==> config.mk <==
export PLATFORM = sky130hd
export DESIGN_NAME = opm_ctrl
export DESIGN_NICKNAME = d
export VERILOG_FILES = /design/src/opm_pkg.sv /design/src/opm_ctrl.sv
export SDC_FILE = /design/constraint.sdc
export NUM_CORES = 1
export LEC_CHECK = 0
export ABC_CLOCK_PERIOD_IN_PS = 5900
export BUFFER_PORTS_ARGS = -buffer_cell sky130_fd_sc_hd__buf_2
export CORE_MARGIN = 1.5
export CORE_UTILIZATION = 55
export CTS_CLUSTER_SIZE = 25
export DETAILED_ROUTE_END_ITERATION = 7
export PLACE_DENSITY = 0.83
export REMOVE_ABC_BUFFERS = 1
export SYNTH_ARGS = -nofsm -noshare
export SYNTH_HDL_FRONTEND = slang
export SYNTH_SLANG_ARGS = --single-unit
==> constraint.sdc <==
create_clock -name mclk -period 5.9 [get_ports mclk]
set_input_delay 1.18 -clock mclk [delete_from_list [all_inputs] [get_ports mclk]]
set_output_delay 1.18 -clock mclk [all_outputs]
set_load 0.005 [all_outputs]
==> src/opm_pkg.sv <==
// Summary of operation
// - Crystal enable clears stable flag, sets when stable
// - Crystal enable bit0 resets 0, flag read-only
// - Fast RC frequency change clears its stable flag
// - Fast RC enable bit0 resets to 1
// - Unused oscillator control bits read zero
// - Select 111 moves to slow mode
// - Select 000-110 gives fast clock divided 1..64
// - Slow switch waits for slow RC stable
// - Fast return waits for oscillator restart
// - Halt with both keeps zero enters sleep
// - Keep slow only enters slow-only idle
// - Both keeps set enters both-clocks idle
// - Keep fast only enters fast-only idle
// - Halt entry sets power-down, clears timeout, watchdog
// - Powered-down state keeps memory, registers, ports
// - Fast-only idle keeps system-clock peripherals running; here only outside slow mode
// - Wake delay 1024 crystal, 16 RC, else 2
// - Wake on port pin fall, interrupt, watchdog
// - Watchdog wake sets timeout, resets PC/SP only
// - Power-down flag cleared by power-up, clear-watchdog
// - Select chooses fast, divisions, or slow clock
// - Port wake resumes after the halt
// - Fast wake waits for oscillator stable flag
package opm_pkg;
  // ***************************************************************
  // Register map (byte addresses on APB)
  // ***************************************************************
  localparam logic [11:0] OPM_ADDR_SYSCLK_CFG = 12'h000;
  localparam logic [11:0] OPM_ADDR_XTAL_CTRL = 12'h004;
  localparam logic [11:0] OPM_ADDR_FRC_CTRL = 12'h008;
  localparam logic [11:0] OPM_ADDR_FRC_TRIM = 12'h00c;
  localparam logic [11:0] OPM_ADDR_STATUS = 12'h010;
  // ***************************************************************
  // Field positions
  // ***************************************************************
  localparam int OPM_BIT_EN = 0;
  localparam int OPM_BIT_STABLE = 1;
  localparam int OPM_BIT_KEEP_SLOW = 0;
  localparam int OPM_BIT_KEEP_FAST = 1;
  localparam int OPM_BIT_FAST_SRC = 3;
  localparam int OPM_POS_SEL = 5;
  // ***************************************************************
  // Reset values and counts
  // ***************************************************************
  localparam logic [2:0] OPM_SEL_RST = 3'h0;
  localparam logic [2:0] OPM_SEL_SLOW = 3'h7;
  localparam logic OPM_XTAL_EN_RST = 1'b0;
  localparam logic OPM_FRC_EN_RST = 1'b1;
  localparam logic [7:0] OPM_TRIM_RST = 8'h00;
  localparam int OPM_XTAL_WAKE_CYC = 1024;
  localparam int OPM_FRC_WAKE_CYC = 16;
  localparam int OPM_RUN_WAKE_CYC = 2;
  localparam int OPM_SLOW_START_CYC = 2;

  typedef enum logic [2:0] {
    OPM_RUN = 3'b000,
    OPM_SLEEP = 3'b001,
    OPM_IDLE_SLOW = 3'b010,
    OPM_IDLE_BOTH = 3'b011,
    OPM_IDLE_FAST = 3'b100,
    OPM_WAKE = 3'b101
  } opm_state_t;

  typedef struct packed {
    logic port_fall;
    logic irq;
    logic wdt_ovf;
  } opm_wake_t;
endpackage : opm_pkg

==> src/opm_ctrl.sv <==
// The placing of the registers and register access over APB were chosen for this implementation.
module opm_ctrl #(
  parameter int XTAL_WAKE_CYC = opm_pkg::OPM_XTAL_WAKE_CYC
) (
  input wire logic mclk,
  input wire logic sys_rst,
  input wire logic psel,
  input wire logic penable,
  input wire logic pwrite,
  input wire logic [11:0] paddr,
  input wire logic [31:0] pwdata,
  output logic [31:0] prdata,
  output logic pready,
  output logic pslverr,
  input wire logic halt_exec,
  input wire logic clr_wdt_exec,
  input wire logic [7:0] port_a_pin,
  input wire logic [7:0] port_a_wake_en,
  input wire logic sys_irq,
  input wire logic wdt_overflow,
  input wire logic slow_rc_ready,
  output logic cpu_stall,
  output logic pc_sp_reset,
  output logic wdt_clear,
  output logic fast_clk_on,
  output logic slow_clk_on,
  output logic sys_clk_gate,
  output logic sys_clk_is_slow,
  output logic [6:0] sys_clk_div,
  output logic xtal_osc_run,
  output logic frc_osc_run,
  output logic [7:0] frc_trim,
  output logic power_down_flag,
  output logic watchdog_timeout_flag
);
  // ***************************************************************
  // Register bus
  // ***************************************************************
  // The slave never stretches a transfer: pready is tied high, so a write
  // lands at the edge that closes the access phase and a read is served
  // straight from the register outputs through the mux below.
  logic wr_en;
  logic rd_hit;
  logic [2:0] sel_q;
  logic keep_fast_q;
  logic keep_slow_q;
  logic fast_src_q;
  logic xtal_en_q;
  logic frc_en_q;
  logic [7:0] trim_q;
  logic xtal_stable_q;
  logic frc_stable_q;
  logic slow_mode_q;
  // Start-up counters, wide enough for the crystal count
  logic [10:0] xtal_cnt_q;
  logic [4:0] frc_cnt_q;
  // Input synchronisers
  logic [1:0] pa_s1_q;
  logic [1:0] pa_s2_q;
  logic [1:0] pa_s3_q;
  logic [7:0] pa_sync1_q;
  logic [7:0] pa_sync2_q;
  logic [7:0] pa_sync3_q;
  logic [7:0] pa_stable_q;
  // Power-down state and wake bookkeeping
  opm_pkg::opm_state_t state_q;
  logic [10:0] wake_cnt_q;
  logic wake_by_wdt_q;
  logic fast_kept_q;
  opm_pkg::opm_wake_t wake;
  logic fast_stable;
  logic halted;
  logic [10:0] wake_len;

  // Zero-wait slave; every access finishes in the access cycle
  assign pready = 1'b1;
  assign wr_en = psel && penable && pwrite;
  assign rd_hit = (paddr == opm_pkg::OPM_ADDR_SYSCLK_CFG) ||
                  (paddr == opm_pkg::OPM_ADDR_XTAL_CTRL) ||
                  (paddr == opm_pkg::OPM_ADDR_FRC_CTRL) ||
                  (paddr == opm_pkg::OPM_ADDR_FRC_TRIM) ||
                  (paddr == opm_pkg::OPM_ADDR_STATUS);
  assign pslverr = psel && penable && !rd_hit;

  // Read mux; unused bits read zero
  // Bits with no storage behind them are left at the zero default, so
  // software sees 0 there whatever it wrote earlier.
  always_comb begin
    prdata = 32'h0000_0000;
    case (paddr)
      opm_pkg::OPM_ADDR_SYSCLK_CFG: begin
        prdata[opm_pkg::OPM_POS_SEL +: 3] = sel_q;
        prdata[opm_pkg::OPM_BIT_FAST_SRC] = fast_src_q;
        prdata[opm_pkg::OPM_BIT_KEEP_FAST] = keep_fast_q;
        prdata[opm_pkg::OPM_BIT_KEEP_SLOW] = keep_slow_q;
      end
      opm_pkg::OPM_ADDR_XTAL_CTRL: begin
        prdata[opm_pkg::OPM_BIT_STABLE] = xtal_stable_q;
        prdata[opm_pkg::OPM_BIT_EN] = xtal_en_q;
      end
      opm_pkg::OPM_ADDR_FRC_CTRL: begin
        prdata[opm_pkg::OPM_BIT_STABLE] = frc_stable_q;
        prdata[opm_pkg::OPM_BIT_EN] = frc_en_q;
      end
      opm_pkg::OPM_ADDR_FRC_TRIM: begin
        prdata[7:0] = trim_q;
      end
      opm_pkg::OPM_ADDR_STATUS: begin
        prdata[0] = power_down_flag;
        prdata[1] = watchdog_timeout_flag;
        prdata[2] = slow_mode_q;
        prdata[3] = halted;
      end
      default: begin
        prdata = 32'h0000_0000;
      end
    endcase
  end

  // Clock configuration register
  // The select field is taken as written; the mode itself only follows
  // once the target source reports stable, see the run mode section.
  always_ff @(posedge mclk or posedge sys_rst) begin
    if (sys_rst) begin
      sel_q <= opm_pkg::OPM_SEL_RST;
      keep_fast_q <= 1'b0;
      keep_slow_q <= 1'b0;
      fast_src_q <= 1'b0;
    end else if (wr_en && paddr == opm_pkg::OPM_ADDR_SYSCLK_CFG) begin
      sel_q <= pwdata[opm_pkg::OPM_POS_SEL +: 3];
      keep_fast_q <= pwdata[opm_pkg::OPM_BIT_KEEP_FAST];
      keep_slow_q <= pwdata[opm_pkg::OPM_BIT_KEEP_SLOW];
      fast_src_q <= pwdata[opm_pkg::OPM_BIT_FAST_SRC];
    end
  end

  // Oscillator enables; only bit 0 is writable
  // A write to bit 1 is dropped: the stable flags belong to the counters.
  // Trim is kept as a plain byte and handed to the fast RC as is.
  always_ff @(posedge mclk or posedge sys_rst) begin
    if (sys_rst) begin
      xtal_en_q <= opm_pkg::OPM_XTAL_EN_RST;
      frc_en_q <= opm_pkg::OPM_FRC_EN_RST;
      trim_q <= opm_pkg::OPM_TRIM_RST;
    end else if (wr_en) begin
      if (paddr == opm_pkg::OPM_ADDR_XTAL_CTRL) begin
        xtal_en_q <= pwdata[opm_pkg::OPM_BIT_EN];
      end
      if (paddr == opm_pkg::OPM_ADDR_FRC_CTRL) begin
        frc_en_q <= pwdata[opm_pkg::OPM_BIT_EN];
      end
      if (paddr == opm_pkg::OPM_ADDR_FRC_TRIM) begin
        trim_q <= pwdata[7:0];
      end
    end
  end

  // ***************************************************************
  // Oscillator start-up counters
  // ***************************************************************
  // Both oscillators are modelled by counting core clocks from the moment
  // they start. A stopped oscillator also loses its stable flag, so a
  // later restart always waits out the full start-up count.
  // Oscillator runs when enabled and not stopped by the power mode
  assign xtal_osc_run = xtal_en_q && fast_clk_on;
  assign frc_osc_run = frc_en_q && fast_clk_on;
  assign frc_trim = trim_q;

  // Crystal counter restarts on every enable write of 1 or stop
  // Writing 1 again while already running restarts the count as well;
  // software then sees the flag drop before it rises once more.
  always_ff @(posedge mclk or posedge sys_rst) begin
    if (sys_rst) begin
      xtal_cnt_q <= 11'h000;
      xtal_stable_q <= 1'b0;
    end else if (!xtal_osc_run ||
                 (wr_en && paddr == opm_pkg::OPM_ADDR_XTAL_CTRL &&
                  pwdata[opm_pkg::OPM_BIT_EN])) begin
      xtal_cnt_q <= 11'h000;
      xtal_stable_q <= 1'b0;
    end else if (xtal_cnt_q == 11'(XTAL_WAKE_CYC - 1)) begin
      xtal_stable_q <= 1'b1;
    end else begin
      xtal_cnt_q <= xtal_cnt_q + 11'h001;
    end
  end

  // Fast RC counter also restarts on a frequency change
  // Rewriting the same trim value is not a frequency change and leaves
  // the flag alone; only a real change, a fresh enable or a stop restarts it.
  always_ff @(posedge mclk or posedge sys_rst) begin
    if (sys_rst) begin
      frc_cnt_q <= 5'h00;
      frc_stable_q <= 1'b0;
    end else if (!frc_osc_run ||
                 (wr_en && paddr == opm_pkg::OPM_ADDR_FRC_TRIM &&
                  pwdata[7:0] != trim_q) ||
                 (wr_en && paddr == opm_pkg::OPM_ADDR_FRC_CTRL &&
                  pwdata[opm_pkg::OPM_BIT_EN] && !frc_en_q)) begin
      frc_cnt_q <= 5'h00;
      frc_stable_q <= 1'b0;
    end else if (frc_cnt_q == 5'(opm_pkg::OPM_FRC_WAKE_CYC - 1)) begin
      frc_stable_q <= 1'b1;
    end else begin
      frc_cnt_q <= frc_cnt_q + 5'h01;
    end
  end

  // Stable flag of whichever fast source the config selects
  assign fast_stable = fast_src_q ? xtal_stable_q : frc_stable_q;

  // ***************************************************************
  // Run mode switching
  // ***************************************************************
  // Mode follows select only once the target clock is stable
  // Holding the old mode until the new source is stable avoids running
  // the core on a clock that has not settled yet. A select written back
  // before the switch completes simply cancels it.
  always_ff @(posedge mclk or posedge sys_rst) begin
    if (sys_rst) begin
      slow_mode_q <= 1'b0;
    end else if (sel_q == opm_pkg::OPM_SEL_SLOW && slow_rc_ready) begin
      slow_mode_q <= 1'b1;
    end else if (sel_q != opm_pkg::OPM_SEL_SLOW && fast_stable) begin
      slow_mode_q <= 1'b0;
    end
  end

  // Divider ratio as one-hot of the power of two
  // The ratio is frozen while slow mode is active, so the fast divider
  // only moves once the fast source has taken over again.
  always_ff @(posedge mclk or posedge sys_rst) begin
    if (sys_rst) begin
      sys_clk_div <= 7'h01;
    end else if (!slow_mode_q && sel_q != opm_pkg::OPM_SEL_SLOW) begin
      sys_clk_div <= 7'(7'h01 << sel_q);
    end
  end
  assign sys_clk_is_slow = slow_mode_q;

  // ***************************************************************
  // Wake-up sources
  // ***************************************************************
  // Port pins pass three flops; a change counts when two agree
  // Requiring two flops to agree filters a single-cycle glitch; the cost
  // is a detection latency of about four core clocks.
  always_ff @(posedge mclk or posedge sys_rst) begin
    if (sys_rst) begin
      pa_sync1_q <= 8'hff;
      pa_sync2_q <= 8'hff;
      pa_sync3_q <= 8'hff;
      pa_stable_q <= 8'hff;
    end else begin
      pa_sync1_q <= port_a_pin;
      pa_sync2_q <= pa_sync1_q;
      pa_sync3_q <= pa_sync2_q;
      pa_stable_q <= (pa_sync2_q & pa_sync3_q) |
                     (pa_stable_q & (pa_sync2_q | pa_sync3_q));
    end
  end
  // Async irq and overflow levels pass three flops; a level counts once two agree
  always_ff @(posedge mclk or posedge sys_rst) begin
    if (sys_rst) begin
      pa_s1_q <= 2'h0;
      pa_s2_q <= 2'h0;
      pa_s3_q <= 2'h0;
    end else begin
      pa_s1_q <= {sys_irq, wdt_overflow};
      pa_s2_q <= pa_s1_q;
      pa_s3_q <= pa_s2_q;
    end
  end
  assign wake.port_fall = |(pa_stable_q & ~pa_sync2_q & ~pa_sync3_q &
                            port_a_wake_en);
  assign wake.irq = pa_s2_q[1] && pa_s3_q[1];
  assign wake.wdt_ovf = pa_s2_q[0] && pa_s3_q[0];

  // ***************************************************************
  // Power-down state machine
  // ***************************************************************
  // The machine leaves run only on a halt, and leaves a halt state only
  // through the wake state, where the restart delay is counted.
  assign halted = state_q != opm_pkg::OPM_RUN;
  // Longer delay only when the fast source was stopped; whether it ran is
  // latched on leaving the halt state, since that state is gone meanwhile
  assign wake_len = (slow_mode_q || fast_kept_q) ? 11'(opm_pkg::OPM_RUN_WAKE_CYC) :
                    fast_src_q ? 11'(XTAL_WAKE_CYC) :
                    11'(opm_pkg::OPM_FRC_WAKE_CYC);

  always_ff @(posedge mclk or posedge sys_rst) begin
    if (sys_rst) begin
      state_q <= opm_pkg::OPM_RUN;
      wake_cnt_q <= 11'h000;
      wake_by_wdt_q <= 1'b0;
      fast_kept_q <= 1'b0;
    end else begin
      case (state_q)
        opm_pkg::OPM_RUN: begin
          wake_by_wdt_q <= 1'b0;
          if (halt_exec) begin
            case ({keep_fast_q, keep_slow_q})
              2'b00: state_q <= opm_pkg::OPM_SLEEP;
              2'b01: state_q <= opm_pkg::OPM_IDLE_SLOW;
              2'b11: state_q <= opm_pkg::OPM_IDLE_BOTH;
              default: state_q <= opm_pkg::OPM_IDLE_FAST;
            endcase
          end
        end
        opm_pkg::OPM_SLEEP, opm_pkg::OPM_IDLE_SLOW,
        opm_pkg::OPM_IDLE_BOTH, opm_pkg::OPM_IDLE_FAST: begin
          // The wake counter is held at zero so every wake starts a fresh count
          wake_cnt_q <= 11'h000;
          if (wake.port_fall || wake.irq || wake.wdt_ovf) begin
            state_q <= opm_pkg::OPM_WAKE;
            wake_by_wdt_q <= wake.wdt_ovf;
            fast_kept_q <= fast_clk_on;
          end
        end
        opm_pkg::OPM_WAKE: begin
          wake_cnt_q <= wake_cnt_q + 11'h001;
          // Hold the CPU until delay done and, outside slow mode, fast clock stable
          if (wake_cnt_q >= wake_len - 11'h001 &&
              (slow_mode_q || fast_stable)) begin
            state_q <= opm_pkg::OPM_RUN;
          end
        end
        default: state_q <= opm_pkg::OPM_RUN;
      endcase
    end
  end

  // Clock gating per mode; registers simply hold meanwhile
  assign fast_clk_on = !(state_q == opm_pkg::OPM_SLEEP ||
                         state_q == opm_pkg::OPM_IDLE_SLOW);
  // These are enables for the clock gates outside, decoded from registered
  // state, so they change only just after a clock edge.
  // Slow RC feeds the watchdog, so it only stops in fast-only idle
  assign slow_clk_on = state_q != opm_pkg::OPM_IDLE_FAST;
  // CPU clock stops in every halt state; system clock kept in fast idle only outside slow mode
  assign cpu_stall = halted;
  assign sys_clk_gate = (state_q == opm_pkg::OPM_RUN) ||
                        (state_q == opm_pkg::OPM_IDLE_BOTH) ||
                        (state_q == opm_pkg::OPM_IDLE_FAST &&
                         !slow_mode_q) ||
                        (state_q == opm_pkg::OPM_IDLE_SLOW &&
                         slow_mode_q);
  assign wdt_clear = (state_q == opm_pkg::OPM_RUN) && halt_exec;
  // Only a watchdog wake resets PC and SP, on leaving the delay
  // It fires in the last wake cycle so the core restarts from the reset vector
  assign pc_sp_reset = (state_q == opm_pkg::OPM_WAKE) && wake_by_wdt_q &&
                       (wake_cnt_q >= wake_len - 11'h001) &&
                       (slow_mode_q || fast_stable);

  // ***************************************************************
  // Status flags
  // ***************************************************************
  // The timeout flag is only set by an overflow while powered down; an
  // overflow while running is a full reset, handled outside this block.
  // Halt wins over a clear-watchdog in the same cycle
  always_ff @(posedge mclk or posedge sys_rst) begin
    if (sys_rst) begin
      power_down_flag <= 1'b0;
      watchdog_timeout_flag <= 1'b0;
    end else begin
      if (state_q == opm_pkg::OPM_RUN && halt_exec) begin
        power_down_flag <= 1'b1;
      end else if (clr_wdt_exec) begin
        power_down_flag <= 1'b0;
      end
      if (halted && state_q != opm_pkg::OPM_WAKE && wake.wdt_ovf) begin
        watchdog_timeout_flag <= 1'b1;
      end else if (state_q == opm_pkg::OPM_RUN && halt_exec) begin
        watchdog_timeout_flag <= 1'b0;
      end
    end
  end
endmodule // opm_ctrl

; Yosys cells after proc, flatten, opt, wreduce, memory -nomap -nowiden
; Cells that the tools add are included.
[totals]
reg_bits = 98
latch_bits = 0
ramBits = 0
romBits = 0
inputBits = 70
out_inout_bits = 60
wordCells = 161
memories = 0
[op_classes]
n_addsub = 4
n_mul = 0
n_div = 0
n_lt_le_gt_ge = 1
eq_ne = 23
n_shift = 1
n_mux = 30
bitwise = 9
reduce_logical = 67
[op_table]
columns = cell, n
row1 = $mux 11, 4
row2 = $and 8x8->8, 5
row3 = $logic_and 1x1->1, 27
row4 = $eq 12x4->1 const B, 2
row5 = $add 11x1->11 const B, 2
row6 = $pmux 11 s2, 1
row7 = $pmux 3 s3, 2
row8 = $not 8->8, 2
row9 = $or 8x8->8, 2
row10 = $logic_or 1x1->1, 15
row11 = $reduce_bool 2->1, 7
row12 = $mux 1, 13
row13 = $eq 12x3->1 const B, 1
row14 = $eq 12x5->1 const B, 1
row15 = $logic_not 12->1, 1
row16 = $eq 11x10->1 const B, 1
row17 = $ge 11x11->1, 1
row18 = $sub 11x1->11 const B, 1
row19 = $mux 5, 2
row20 = $ne 2x2->1 const B, 5
row21 = $pmux 2 s5, 1
row22 = $reduce_and 2->1, 5
row23 = $eq 3x3->1 const B, 3
row24 = $mux 3, 3
row25 = 19 further kinds, 28

; Logic depth before layout (Yosys ltp)
; Gate-level depths: netlist of the first run.
[depth]
depth_word = 9
ltp_mapped = 10
ltp_nobuf = 8

; Least setup slack after synthesis of the first run
; No wires, ideal clock.
[synth_path]
kind = reg-to-output
start = register slow_mode_q, in the netlist sys_clk_is_slow
end = output port pc_sp_reset
arrival_time_ns = 2.089
setup_slack_ns = 2.631
path_stages_with_launch = 10
path_buffers = 2
path_cell_list = dfrtp_1 -> clkbuf_1 -> clkbuf_1 -> nor2_1 -> nand2_1 -> ha_1 -> nand4b_1 -> nor4_1 -> nor2_1 -> a21oi_1
[synth_via]
elab_chain_cells = 6
[synth_rtl]
columns = item, line
row1 = from (decl), opm_ctrl.sv:53  ; logic slow_mode_q;
row2 = from (signal assigned), opm_ctrl.sv:221  ; slow_mode_q <= 1'b0;
row3 = from (signal assigned), opm_ctrl.sv:223  ; slow_mode_q <= 1'b1;
row4 = from (signal assigned), opm_ctrl.sv:225  ; slow_mode_q <= 1'b0;
row5 = $logic_or 1x1->1, opm_ctrl.sv:286  ; assign wake_len = (slow_mode_q || fast_kept_q) ? 11'(opm_pkg::OPM_RUN_WAKE_CYC) :
row6 = $mux 11, opm_ctrl.sv:286
row7 = $sub 11x1->11, opm_ctrl.sv:351  ; (wake_cnt_q >= wake_len - 11'h001) &&
row8 = $ge 11x11->1, opm_ctrl.sv:351
row9 = $logic_and 1x1->1, opm_ctrl.sv:350  ; assign pc_sp_reset = (state_q == opm_pkg::OPM_WAKE) && wake_by_wdt_q &&
row10 = $logic_and 1x1->1 *, opm_ctrl.sv:351
row11 = to (decl), opm_ctrl.sv:23  ; output logic pc_sp_reset,
; Every way passes the cells marked *; elsewhere a longest branch is shown, timed or not.

; Worst setup path in the final report of the first run
; Ends and elaborated chain as after synthesis.

==> impl_metrics.ini, run 1 <==
[outcome]
status = finished clean

[drt]
detail-route-antenna-nets = 0
drt_iter0_drc = 137
routed_wl_um = 9900
drt_pass1_iterations = 4
wire_per_inst_um = 15.4
vias = 3587
via_per_inst = 5.60
drc_errors = 0

[timing]
fmax_ghz = 0.246
skew_ns = 0.0125
fin_tns_setup_ns = 0
rsz0062_at_grt = no
final-setup-viol-count = 0
max_slew_margin_pct = 47.4
setup_slack_ns = 1.84
period_share_pct = 68.8
hold_viol_final = 0
tightest_slew_ns = 0.788
finalCriticalPeriod_ns = 4.06
drv_slew = 0

[place]
gp_congestion = 0.838
dpl_worst_slack_ns = 2.32
dp.final_hpwl_um = 7280
numPortBuffers = 80

[layout]
drive_gt1_share_pct = 30.4
layout_common_cells = buf_2, dfrtp_1, nor2_1
final_common_cell = buf_2
area_growth_pct = 11.5
antennaDiodeCount = 0
fillers = 698
fin_nets = 614

[cts]
clk_pin_slew_ns = 0.10
clockBufferDepth = 2
htreeDepth = 3
clockRootBuffer = clkbuf_8
cts_resized = 0
tritoncts = done
cts_buffers = 9
cts-hold-fix-buffers = 0
cts.sinks = 98
clk_latency_ns = 0.36
cts_setup_buffers = 0

[min_path]
hold_start = pa_sync1_q[5]
hold_path.class = reg2reg
whs_path_depth = 0
min_to = pa_sync2_q[5]

[critical_path]
worstReg2RegEnd = state_q[0]
path_class = reg2out
r2r_setup_slack_ns = 3.14
endpoint_kind = primary output
rr_startpoint = sys_clk_is_slow
start_kind = flop
critPathRequiredTime_ns = 4.72
crit_fanout = 21
cp.arrival_ns = 2.88
r2r_cells = 8

[grt]
grt_max_degree = 51
grt_pass1_wl_um = 16900
grt_pass1_vias = 3563
antenna_found_initial = 0
grt_use_total_pct = 22.0
overflow = 0

[synthesis]
syn_area_per_cell_um2 = 10.7
synth_seq_cells = 98
yosysUniqueCellTypes = 60
ys_seq_area_share_pct = 51.4
synthesis.area_um2 = 4860
async_flop_share_pct = 100
synth_ff_type = dfrtp_1
yosys_warnings = 0
synth-edff-count = 0
syn_inst = 453

[die]
core_area_um2 = 8640
start_util_pct = 56.2
std_cell_rows = 34
die_x_um = 97.0
dieArea_um2 = 9400
pin_count = 130
die_height_um = 97.0

[power_and_ir_drop]
p_leak_nw = 2.49
finalPower_w = 0.00144
ir_worst_vdd_mv = 0.130
power_density_nw_per_um2 = 266

[run]
maxCapViolCount = 0
==> metal layers <==
metal	global-route usage, %	routed length, µm	vias up
met4	7.25	135	0
li1	-	-	1711
met5	0	0	-
met1	28.5	4330	1782
met3	5.13	482	11
met2	36.7	4950	83
==> report_power, final <==
group          internal (W)  leakage (nW)  switching, W
sequential         0.000729          1.20     0.0000481
clock              0.000162        0.0990      0.000249
combinational      0.000117          1.19      0.000138
total               0.00101          2.49      0.000435
==> Yosys cell counts (all sizes together) (2+ instances only) <==
cell type	number	area, µm²
nand4	11	90.1
nand4b	2	17.5
nor3b	2	20.0
buf	31	225
nand3	21	105
xnor2	14	123
and3b	2	17.5
a211oi	3	27.5
nor2	48	198
conb	2	7.51
dfstp	34	893
o21ai	22	110
nand2b	4	25.0
nor4bb	7	70.1
inv	13	48.8
a22oi	4	30.0
nand2	34	128
maj3	8	80.1
dfrtp	64	1600
nor3	9	45.0
o31ai	5	42.5
o22ai	2	12.5
ha	16	200
and2	6	40.0
a21oi	21	105
clkbuf	9	33.8
xor2	6	52.6
a22o	3	26.3
mux2i	2	20.0
and3	4	25.0
mux4	2	45.0
mux2	15	169
nor4	4	46.3
a31oi	8	50.1
and4	3	26.3
==> worst max-delay path: stages, from the launching register on <==
cell and delay, ns:
dfrtp_1 0.64, nor2_1 0.30, nand2_1 0.19, ha_1 0.37, nand4b_1 0.16, nor4_1 0.46
nor2_1 0.08, a21oi_1 0.17, buf_2 0.15
==> sequential cells by signal (all words and copies together) (netlist names), 2 cells and up <==
| name | count |
|---|---|
| sel_q | 3 |
| state_q | 3 |
| frc_trim | 8 |
| sys_clk_div | 7 |
| pa_sync2_q | 8 |
| pa_sync1_q | 8 |
| pa_s3_q | 2 |
| pa_s2_q | 2 |
| pa_stable_q | 8 |
| pa_sync3_q | 8 |
| pa_s1_q | 2 |
| xtal_cnt_q | 11 |
| frc_cnt_q | 5 |
| wake_cnt_q | 11 |
==> cells by family (layout without fill, tap and decap cells) <==
family	after synthesis	in the layout	synth area share, %
buffers and inverters	53	110	6.34
DFF	98	98	51.4
other	2	25	0.155
and+or+nand+nor	162	162	18.4
muxes	19	19	4.82
adders and majority gates	24	24	5.77
AOI/OAI and AO/OA	75	75	9.56
xor gates and xnor gates	20	20	3.61
==> through the flow <==
step                area [µm²]  cells  utilization (%)  hold WS, ns
finish                    5410    641             62.7        0.361
global route              5410    641             62.7        0.362
CTS                       5410    641             62.7        0.363
detailed placement        5230    625             60.5        0.349
global placement          5230    625             60.5        0.337
floorplan                 4680    436                -        0.331
==> area by class of cell <==
type / count / area (µm²) / share of cell area (%)
Tap cell: 108 / 135 / 2.50
Inverter: 13 / 50.0 / 0.924
Multi-Input combinational cell: 325 / 2140 / 39.5
Clock buffer: 9 / 124 / 2.29
Sequential cell: 98 / 2490 / 46.1
Timing Repair Buffer: 81 / 408 / 7.53
Clock inverter: 7 / 61.3 / 1.13
==> worst max path at each step <==
stage                     from     endpoint  slack [ns]
3_3_place_gp   sys_clk_is_slow  pc_sp_reset        2.36
6_report       sys_clk_is_slow  pc_sp_reset        1.84
4_1_cts        sys_clk_is_slow  pc_sp_reset        1.87
5_1_grt        sys_clk_is_slow  pc_sp_reset        1.57
2_1_floorplan          sys_rst  fast_kept_q        2.21
3_5_place_dp          paddr[7]    prdata[6]        2.32
Note: power is estimated with default switching activity, not from simulation.
==> inputs of run 2 (changes only) <==
--- a/config.mk
+++ b/config.mk
@@ -5,13 +5,13 @@
 export SDC_FILE = /design/constraint.sdc
 export NUM_CORES = 1
 export LEC_CHECK = 0
-export ABC_CLOCK_PERIOD_IN_PS = 5900
+export ABC_CLOCK_PERIOD_IN_PS = 4000
 export BUFFER_PORTS_ARGS = -buffer_cell sky130_fd_sc_hd__buf_2
 export CORE_MARGIN = 1.5
-export CORE_UTILIZATION = 55
+export CORE_UTILIZATION = 53
 export CTS_CLUSTER_SIZE = 25
 export DETAILED_ROUTE_END_ITERATION = 7
-export PLACE_DENSITY = 0.83
+export PLACE_DENSITY = 0.8
 export REMOVE_ABC_BUFFERS = 1
 export SYNTH_ARGS = -nofsm -noshare
 export SYNTH_HDL_FRONTEND = slang
==> constraint.sdc (replaced) <==
create_clock -name mclk -period 4 [get_ports mclk]
set_input_delay 0.8 -clock mclk [delete_from_list [all_inputs] [get_ports mclk]]
set_output_delay 0.8 -clock mclk [all_outputs]
set_load 0.005 [all_outputs]
==> run 2 against run 1 <==
Effect of this change:
- the run now ends with DRC left
- global-route usage decreased by 1.2 points
- clock-buffer cell count unchanged
- critical path depth unchanged
- die area increased by 3.7%
- non-clock buffer count increased by 2
- flip-flop and latch count unchanged
- largest power group unchanged
- highest routed layer unchanged
==> impl_metrics.ini, run 2 (synthesis results as in run 1) <==
[timing]
finalCriticalPeriod_ns = 3.32
rsz0062_at_grt = no
tightest_slew_ns = 0.541
skew_ns = 0.0190
final-setup-viol-count = 0
hold_viol_final = 0
fmax_ghz = 0.301
period_share_pct = 83.0
max_slew_margin_pct = 63.8
fin_tns_setup_ns = 0
drv_slew = 0

[cts]
cts.sinks = 98
clk_pin_slew_ns = 0.09
cts_setup_buffers = 0
cts_buffers = 9
cts-hold-fix-buffers = 0
htreeDepth = 3
cts_resized = 0
clockRootBuffer = clkbuf_8
tritoncts = done
clk_latency_ns = 0.38
clockBufferDepth = 2

[critical_path]
r2r_cells = 8
cp_slowest_cell = nor4_1
crit_start = fast_kept_q
path_class = reg2out
rr_startpoint = fast_kept_q
start_kind = flop
crit_chain = nor2_1 -> nand2_1 -> ha_1 -> nand4b_1 -> nor4_1 -> nor2_1 -> a21oi_1 -> buf_2
crit_buf_inv = 1
cp.depth = 8
endpoint_kind = primary output
crit_fanout = 5
cp_top_family = simple AND/OR/NAND/NOR gates
r2r_setup_slack_ns = 1.57
critPathMostFrequentCell = nor2_1
cp.arrival_ns = 2.52
critPathRequiredTime_ns = 3.20
slowest_delay_ns = 0.40
crit_path_end = pc_sp_reset
worstReg2RegEnd = state_q[0]

[drt]
drt_iter0_drc = 193
drc_errors = 3
routed_wl_um = 9650
via_per_inst = 5.58
drt_pass1_iterations = 8
vias = 3585
detail-route-antenna-nets = 0
wire_per_inst_um = 15.0

[power_and_ir_drop]
p_seq_share_pct = 53.6
power_frac_clock_pct = 28.8
p_leak_nw = 2.49
switching_power_w = 0.000649
switching_share_pct = 30.3
power_density_nw_per_um2 = 394
ir_worst_vdd_mv = 0.317
p_int_w = 0.00149
p_comb_share_pct = 17.7

[run]
maxCapViolCount = 0

[place]
placed_area_um2 = 5240
numPortBuffers = 80
gp_congestion = 0.858
place_inst = 627
dp.final_hpwl_um = 7240

[grt]
overflow = 0
grt_max_degree = 41
antenna_found_initial = 0
use_met3_pct = 5.74
grt_pass1_wl_um = 16200
grt_use_total_pct = 20.8
grtUsageMet2_pct = 35.6
grt_util_met1_pct = 26.4
top_usage_layer = met2
grt_pass1_vias = 3497

[die]
std_cell_rows = 34
die_height_um = 98.7
dieArea_um2 = 9750
core_area_um2 = 8810
die_x_um = 98.7
start_util_pct = 55.2
pin_count = 130

[layout]
final_common_cell = buf_2
final_cell_area_um2 = 5440
fillers = 731
antennaDiodeCount = 0
finalNonFillerCells = 643
fin_nets = 616
area_growth_pct = 12.0
largestRegisters = wake_cnt_q (11), xtal_cnt_q (11)
fin_util_pct = 61.8
layout_common_cells = buf_2, dfrtp_1, nor2_1
drive_gt1_share_pct = 30.7

[min_path]
hold_path.class = reg2reg

[outcome]
status = complete, but fails checks
violations = DRC
run 2: changes by cell type in the layout (fill, tap and decap cells not counted):
cell / previous run / this run
inv_8: 1 / 3
clkinv_4: 0 / 1
buf_4: 1 / 3
inv_6: 2 / 0
inv_4: 1 / 0
clkinv_2: 3 / 2
clkinvlp_4: 0 / 1
run 2: through the flow:
step,hold WS [ns],total power (W),setup slack [ns]
floorplan,0.331,0.00142,0.694
global placement,0.335,0.00150,1.15
detailed placement,0.342,0.00153,1.12
CTS,0.361,0.00215,0.704
global route,0.361,0.00226,0.547
finish,0.360,0.00214,0.681
run 2: worst min-delay path by stage:
| stage | startpoint | end | slack (ns) | cells after the start |
|---|---|---|---|---|
| 3_3_place_gp | pa_s1_q[0] | pa_s2_q[0] | 0.33 | 0 |
| 4_1_cts | pa_sync1_q[3] | pa_sync2_q[3] | 0.36 | 0 |
| 3_5_place_dp | pa_s1_q[0] | pa_s2_q[0] | 0.34 | 0 |
| 6_report | pa_sync1_q[7] | pa_sync2_q[7] | 0.36 | 0 |
| 5_1_grt | pa_sync1_q[2] | pa_sync2_q[2] | 0.36 | 0 |
| 2_1_floorplan | pa_s1_q[0] | pa_s2_q[0] | 0.33 | 0 |
run 2: final cells by class:
type	count	area, µm²	area share (%)
Clock buffer	9	124	2.28
Sequential cell	98	2490	45.9
Timing Repair Buffer	83	423	7.78
Tap cell	108	135	2.48
Clock inverter	7	71.3	1.31
Inverter	13	50.0	0.920
Multi-Input combinational cell	325	2140	39.4
run 2: worst register-to-register path, stage by stage, from the launching register on:
cell and delay (ns):
dfrtp_1 0.39, nor2_1 0.20, nand2_1 0.19, ha_1 0.37
a211oi_2 0.22, nand2_1 0.10, or4_4 0.55, and2_4 0.17
a31oi_1 0.18
run 2: power groups by stage:
stage / clock (W) / combinational [W] / sequential (W)
floorplan: 0 / 0.000276 / 0.00114
global placement: 0 / 0.000345 / 0.00116
detailed placement: 0 / 0.000370 / 0.00116
CTS: 0.000634 / 0.000372 / 0.00115
global route: 0.000673 / 0.000424 / 0.00116
finish: 0.000616 / 0.000379 / 0.00115
run 2: routing by layer:
layer	vias to the layer above	part of all wire, %
met5	-	0
met2	100	51
met4	0	1.5
li1	1712	-
met3	15	5.1
met1	1758	43
